**src/design/sarcc_regs.vh**
```
// constants for the successive-approximation conversion control block
// assumes inclusion by the single design module under design/
`ifndef SARCC_REGS_VH
`define SARCC_REGS_VH
`define SARCC_BITS 16
`define SARCC_CODE_ZERO 16'h0000
`define SARCC_CODE_FULL 16'hffff
`define SARCC_CODE_MID 16'h8000
`define SARCC_SETTLE_CYCLES 4'h2
`define SARCC_STEP_CYCLES 4'h2
`endif

```
**src/design/sarcc_top.v**
```verilog
// successive-approximation conversion control, one clock domain
// assumes comparator and range inputs synchronous to clk_in, host keeps convert_start spacing
// ==========================================
// Overview of operation
// - convert_start rise ends acquisition, begins conversion
// - open sampling switches, then ground arrays
// - sixteen step search, msb first
// - on finish, acquire again, show code, drop busy
// - internal clock times conversion, not serial clock
// - result belongs to the convert_start edge that began it, edges outside acquisition ignored
// - low power state between conversions
// - straight binary sixteen bit output code
// - over range gives ffff, under gives 0000
`include "sarcc_regs.vh"
module sarcc_top #(
    parameter BITS = `SARCC_BITS,
    parameter [3:0] SETTLE_CYCLES = `SARCC_SETTLE_CYCLES,
    parameter [3:0] STEP_CYCLES = `SARCC_STEP_CYCLES
) (
    input wire clk_in,
    input wire sys_rst_in,
    input wire clk_en_in,
    input wire convert_start_in,
    input wire comp_high_in,
    input wire over_range_in,
    input wire under_range_in,
    output reg sampling_switch_pos_out,
    output reg sampling_switch_neg_out,
    output reg array_to_input_out,
    output reg [BITS-1:0] array_ref_out,
    output reg [BITS-1:0] code_out,
    output reg done_out,
    output reg busy_out,
    output reg standby_out
);
    // ==========================================
    // states, one-hot
    localparam [4:0] ST_ACQ = 5'h01;
    localparam [4:0] ST_OPEN = 5'h02;
    localparam [4:0] ST_GND = 5'h04;
    localparam [4:0] ST_STEP = 5'h08;
    localparam [4:0] ST_DONE = 5'h10;
    localparam [BITS-1:0] TOP_BIT = {1'b1, {(BITS-1){1'b0}}};
    // ==========================================
    // registers and next values
    reg [4:0] state;
    reg [4:0] next_state;
    reg start_prev;
    reg [3:0] wait_cnt;
    reg [3:0] next_wait_cnt;
    reg [BITS-1:0] bit_mask;
    reg [BITS-1:0] next_bit_mask;
    reg [BITS-1:0] trial;
    reg [BITS-1:0] next_trial;
    reg over_seen;
    reg next_over_seen;
    reg under_seen;
    reg next_under_seen;
    reg next_switch_closed;
    reg next_array_to_input;
    reg [BITS-1:0] next_array_ref;
    reg [BITS-1:0] next_code;
    reg next_done;
    reg next_busy;
    reg next_standby;
    wire start_rise;
    wire last_step;
    wire [BITS-1:0] settled;
    wire [BITS-1:0] advanced;
    // ==========================================
    // decoders
    // wait counter in its last cycle
    function count_last;
        input [3:0] cnt;
        begin
            count_last = (cnt <= 4'h1);
        end
    endfunction
    // saturation of the finished code, over range first
    function [BITS-1:0] clamp_code;
        input over;
        input under;
        input [BITS-1:0] value;
        begin
            if (over) begin
                clamp_code = {BITS{1'b1}};
            end else if (under) begin
                clamp_code = {BITS{1'b0}};
            end else begin
                clamp_code = value;
            end
        end
    endfunction
    // ==========================================
    // per element: decide bit under trial, raise the next one
    genvar g;
    generate
        for (g = 0; g < BITS; g = g + 1) begin : g_element
            assign settled[g] = bit_mask[g] ? comp_high_in : trial[g];
            if (g < BITS - 1) begin : g_lower
                assign advanced[g] = settled[g] | bit_mask[g + 1];
            end else begin : g_top
                assign advanced[g] = settled[g];
            end
        end
    endgenerate
    assign start_rise = convert_start_in & ~start_prev;
    assign last_step = bit_mask[0];
    // ==========================================
    // next state and outputs
    always @* begin
        next_state = state;
        next_wait_cnt = wait_cnt;
        next_bit_mask = bit_mask;
        next_trial = trial;
        next_over_seen = over_seen;
        next_under_seen = under_seen;
        next_switch_closed = sampling_switch_pos_out;
        next_array_to_input = array_to_input_out;
        next_array_ref = array_ref_out;
        next_code = code_out;
        next_done = 1'b0;
        next_busy = busy_out;
        next_standby = standby_out;
        case (state)
            ST_ACQ: begin
                if (start_rise) begin
                    next_switch_closed = 1'b0;
                    next_standby = 1'b0;
                    next_busy = 1'b1;
                    next_wait_cnt = SETTLE_CYCLES;
                    next_state = ST_OPEN;
                end
            end
            ST_OPEN: begin
                if (count_last(wait_cnt)) begin
                    next_array_to_input = 1'b0;
                    next_wait_cnt = SETTLE_CYCLES;
                    next_state = ST_GND;
                end else begin
                    next_wait_cnt = wait_cnt - 4'h1;
                end
            end
            ST_GND: begin
                if (count_last(wait_cnt)) begin
                    next_bit_mask = TOP_BIT;
                    next_trial = TOP_BIT;
                    next_array_ref = TOP_BIT;
                    next_over_seen = over_range_in;
                    next_under_seen = under_range_in;
                    next_wait_cnt = STEP_CYCLES;
                    next_state = ST_STEP;
                end else begin
                    next_wait_cnt = wait_cnt - 4'h1;
                end
            end
            ST_STEP: begin
                if (count_last(wait_cnt)) begin
                    if (last_step) begin
                        next_trial = settled;
                        next_array_ref = settled;
                        next_state = ST_DONE;
                    end else begin
                        next_trial = advanced;
                        next_array_ref = advanced;
                        next_bit_mask = bit_mask >> 1;
                        next_wait_cnt = STEP_CYCLES;
                    end
                end else begin
                    next_wait_cnt = wait_cnt - 4'h1;
                end
            end
            ST_DONE: begin
                next_code = clamp_code(over_seen, under_seen, trial);
                next_done = 1'b1;
                next_busy = 1'b0;
                next_switch_closed = 1'b1;
                next_array_to_input = 1'b1;
                next_array_ref = {BITS{1'b0}};
                next_standby = 1'b1;
                next_state = ST_ACQ;
            end
            default: begin
                next_state = ST_ACQ;
            end
        endcase
    end
    // ==========================================
    // registers, clocked only by clk_in
    always @(posedge clk_in) begin
        if (sys_rst_in) begin
            state <= ST_ACQ;
            start_prev <= 1'b0;
            wait_cnt <= 4'h0;
            bit_mask <= {BITS{1'b0}};
            trial <= {BITS{1'b0}};
            over_seen <= 1'b0;
            under_seen <= 1'b0;
            sampling_switch_pos_out <= 1'b1;
            sampling_switch_neg_out <= 1'b1;
            array_to_input_out <= 1'b1;
            array_ref_out <= {BITS{1'b0}};
            code_out <= {BITS{1'b0}};
            done_out <= 1'b0;
            busy_out <= 1'b0;
            standby_out <= 1'b1;
        end else if (clk_en_in) begin
            state <= next_state;
            start_prev <= convert_start_in;
            wait_cnt <= next_wait_cnt;
            bit_mask <= next_bit_mask;
            trial <= next_trial;
            over_seen <= next_over_seen;
            under_seen <= next_under_seen;
            sampling_switch_pos_out <= next_switch_closed;
            sampling_switch_neg_out <= next_switch_closed;
            array_to_input_out <= next_array_to_input;
            array_ref_out <= next_array_ref;
            code_out <= next_code;
            done_out <= next_done;
            busy_out <= next_busy;
            standby_out <= next_standby;
        end
    end
endmodule // sarcc_top

```
**config.mk**
```make
export PLATFORM = sky130hd
export DESIGN_NAME = sarcc_top
export DESIGN_NICKNAME = d
export VERILOG_FILES = /design/src/design/sarcc_top.v
export VERILOG_INCLUDE_DIRS = /design/src /design/src/design
export SDC_FILE = /design/constraint.sdc
export NUM_CORES = 1
export LEC_CHECK = 0
export ABC_AREA = 1
export BUFFER_PORTS_ARGS = -buffer_cell sky130_fd_sc_hd__buf_2
export CORE_MARGIN = 2
export CORE_UTILIZATION = 30
export CTS_CLUSTER_SIZE = 28
export DETAILED_ROUTE_END_ITERATION = 16
export GPL_ROUTABILITY_DRIVEN = 0
export HOLD_SLACK_MARGIN = 0.03
export SYNTH_ARGS = -nofsm -noshare
export SYNTH_HDL_FRONTEND = slang
export SYNTH_SLANG_ARGS = --single-unit
```
**constraint.sdc**
```tcl
create_clock -name clk_in -period 2.4 [get_ports clk_in]
set_input_delay 0.72 -clock clk_in [delete_from_list [all_inputs] [get_ports clk_in]]
set_output_delay 0.72 -clock clk_in [all_outputs]
set_load 0.05 [all_outputs]
```
==> out/metrics.cfg <==
[final_layout]
final_common_cell = nor2_1
finish.utilization_pct = 35.7
fillCellCount = 1269
areaGrowthSynthToFinish_pct = 17.6
drive_above_1_share_pct = 15.8
seq_area_um2 = 1600
multi_input_area_um2 = 1740
num-nets-final = 548
most-common-layout-cells = nor2_1 (96), nand2_1 (87), dfxtp_1 (80), a21oi_1 (64), o21ai_0 (56)
insertedDiodeCount = 0

[sta]
timing.hold.ws_ns = 0.452
setup_violations = 0
setup_total_negative_slack_ns = 0
skew_ns = 0.00906
max_freq_mhz = 502
rsz_0062_raised_after_global_routing = no
final.min_clock_period_ns = 1.99
max-slew-margin-rel_pct = 61.5
final_critical_path_share_of_the_clock_period_pct = 83.0
slew_violations = 0
worstMarginPinSlew_ns = 0.577
final_hold_viol_count = 0

[pwr]
leakagePower_uw = 0.00181
p_per_area_nw_per_um2 = 857
peak_vdd_ir_uv = 360

[clock_tree]
cts_buffers = 9
post_cts_resize_count = 0
clock_tree.htree_level_count = 3
insertion_delay_to_the_later_sink_of_the_worst_skew_pair_ns = 0.34
clk_transition_reported_paths_ns = 0.06
cts_tree = done
post-cts-setup-buffers = 0
tritoncts_num_sinks = 80
clock_path_buffers = 2
cts_hold_repair.buffers = 0
cts-root-buf = clkbuf_16

[synth]
flip_flop_and_latch_count_after_synthesis = 80
synth_largest_type_area_fraction_pct = 44.3
yosys.area.top_type = dfxtp_1
synth.yosys.warnings = 0
synth-edff-count = 0
postSynth.asyncResetShare_pct = 0
synth.lib_cells_used.distinct = 34
synth_seq_area_share_pct = 44.3
post_synth_main_area_contributors = dfxtp_1 (44%), nor2_1 (10%), nand2_1 (9.0%), a21oi_1 (8.9%), o21ai_0 (7.7%)
synth_top_flop_cell = dfxtp_1
synthesis.area_per_instance_um2 = 7.18
mappedNetlistNets = 513
netlist_instances = 504
synth_area_um2 = 3620

[worst_setup_path]
critPathKind = reg2reg
data_required_time_at_the_worst_endpoint_ns = 2.68
startpoint_type = flop
path_max_fanout = 13
worst_setup_path_end_kind = flop
critical_path_arrival_ns = 2.27
r2r_setup_slack_ns = 0.41

[grt]
global_route_wire_length_before_repair_um = 15400
all_layer_gr_usage_pct = 15.0
grt.busiest_layer = met2
groute.layer.met3.usage_pct = 3.13
initial_antenna_violation_count = 0
grt.met1_usage_pct = 20.2
global_route.overflow_total = 0
first_global_vias = 3076
groute.layer.met2.usage_pct = 23.2
maximum_number_of_pins_on_one_net_before_global_route_repair = 56

[floorplan]
dieArea_um2 = 13000
die_h_um = 114
initial_standard_cell_utilization_of_the_core_pct = 30.4
fp.coreArea_um2 = 11900
die-width_um = 114
fp-row-count = 40
num_io_pins = 45

[placement]
detailed_placer_s_ending_hpwl_um = 6760
placement.io_buffers = 44

[run]
maxCapViolations = 0

[worst_hold_path]
worst_hold_path_type = reg2reg

[drt]
drt_wl_total_um = 9300
dr.pass1.iters = 5
remaining_drc_errors = 0
route.antenna.remaining_nets = 0
drt_iter0_drc = 205
route.detailed.vias_per_inst = 4.88
wire_per_inst_um = 13.5
detailroute.via_count = 3370

[run_status]
status = complete, no violations

synthesized netlist by cell type (2+ instances only):
| cell | count |
|---|---|
| a21oi_1 | 64 |
| buf_6 | 3 |
| o211ai_1 | 2 |
| clkbuf_1 | 11 |
| nand2_1 | 87 |
| ha_1 | 2 |
| nor2_2 | 3 |
| inv_2 | 6 |
| buf_2 | 6 |
| o21a_1 | 3 |
| o21bai_1 | 5 |
| nand2_2 | 7 |
| inv_1 | 28 |
| nand4_1 | 10 |
| clkinv_1 | 2 |
| dfxtp_1 | 80 |
| nand3_1 | 12 |
| nor2_1 | 96 |
| nor3_1 | 2 |
| o21ai_0 | 56 |
| nand3_2 | 2 |
| buf_4 | 5 |
through the flow:
stage / worst slack (ns) / power (uW) / cells / instance area [um2]
after global placement: 0.321 / 2100 / 675 / 3920
after CTS: 0.421 / 3670 / 690 / 4250
after floorplan: 0.747 / 1990 / 504 / 3620
final: 0.409 / 3650 / 690 / 4250
after detailed placement: 0.303 / 2110 / 675 / 3920
after global routing: 0.208 / 3810 / 690 / 4250
critical path: stages, from the launching register on:
cell and delay [ns]:
dfxtp_1 0.38, nor2_4 0.23, nand3_2 0.27, buf_4 0.27, inv_1 0.24, nor2_1 0.09, nand2_1 0.14, nand2_2 0.10
nand2_1 0.07, nand2_1 0.04, nor2_1 0.10
layout make-up:
cell class              instances  share of cell area (%)
multi-input cells             363                    40.9
flip-flops and latches         80                    37.6
repair buffers                 49                    6.06
clock buffers                  12                    5.79
well taps                     147                    4.32
inverters                      36                    3.18
clock inverters                 3                    2.12
cells by family after synthesis:
| kind of cell | Yosys count | synth area share, % |
|---|---|---|
| and+or+nand+nor | 226 | 27.7 |
| AOI/OAI and AO/OA | 135 | 19.6 |
| DFF | 80 | 44.3 |
| buffers and inverters | 61 | 7.68 |
| adders and majority gates | 2 | 0.691 |
registers in the layout (all words and copies together), names as in the netlist:
signal	flops
wait_cnt	4
busy_out	1
state	5
under_seen	1
array_to_input_out	1
standby_out	1
done_out	1
bit_mask	16
code_out	16
over_seen	1
trial	16
array_ref_out	16
start_prev	1
report_power, final:
| group | leakage, uW | total (uW) | switching, uW | internal (uW) |
|---|---|---|---|---|
| clock network | 0.000163 | 1560 | 518 | 1040 |
| registers | 0.000647 | 1470 | 66.2 | 1400 |
| logic | 0.00100 | 620 | 449 | 171 |
path summary, 6_finish.rpt:
kind / from / end / cells past startpoint
setup / recovery: state[0] / wait_cnt[1] / 10
hold / removal: array_to_input_out / array_to_input_out / 2
setup reg to reg: state[0] / wait_cnt[1] / 10
hold reg to reg: array_to_input_out / array_to_input_out / 2
layer usage:
layer / vias up / share of wire [%]
met3: 18 / 4.6
met5: - / 0
met1: 1528 / 50
met2: 96 / 43
li1: 1728 / -
met4: 0 / 1.9
(Power assumes the default switching activity.)
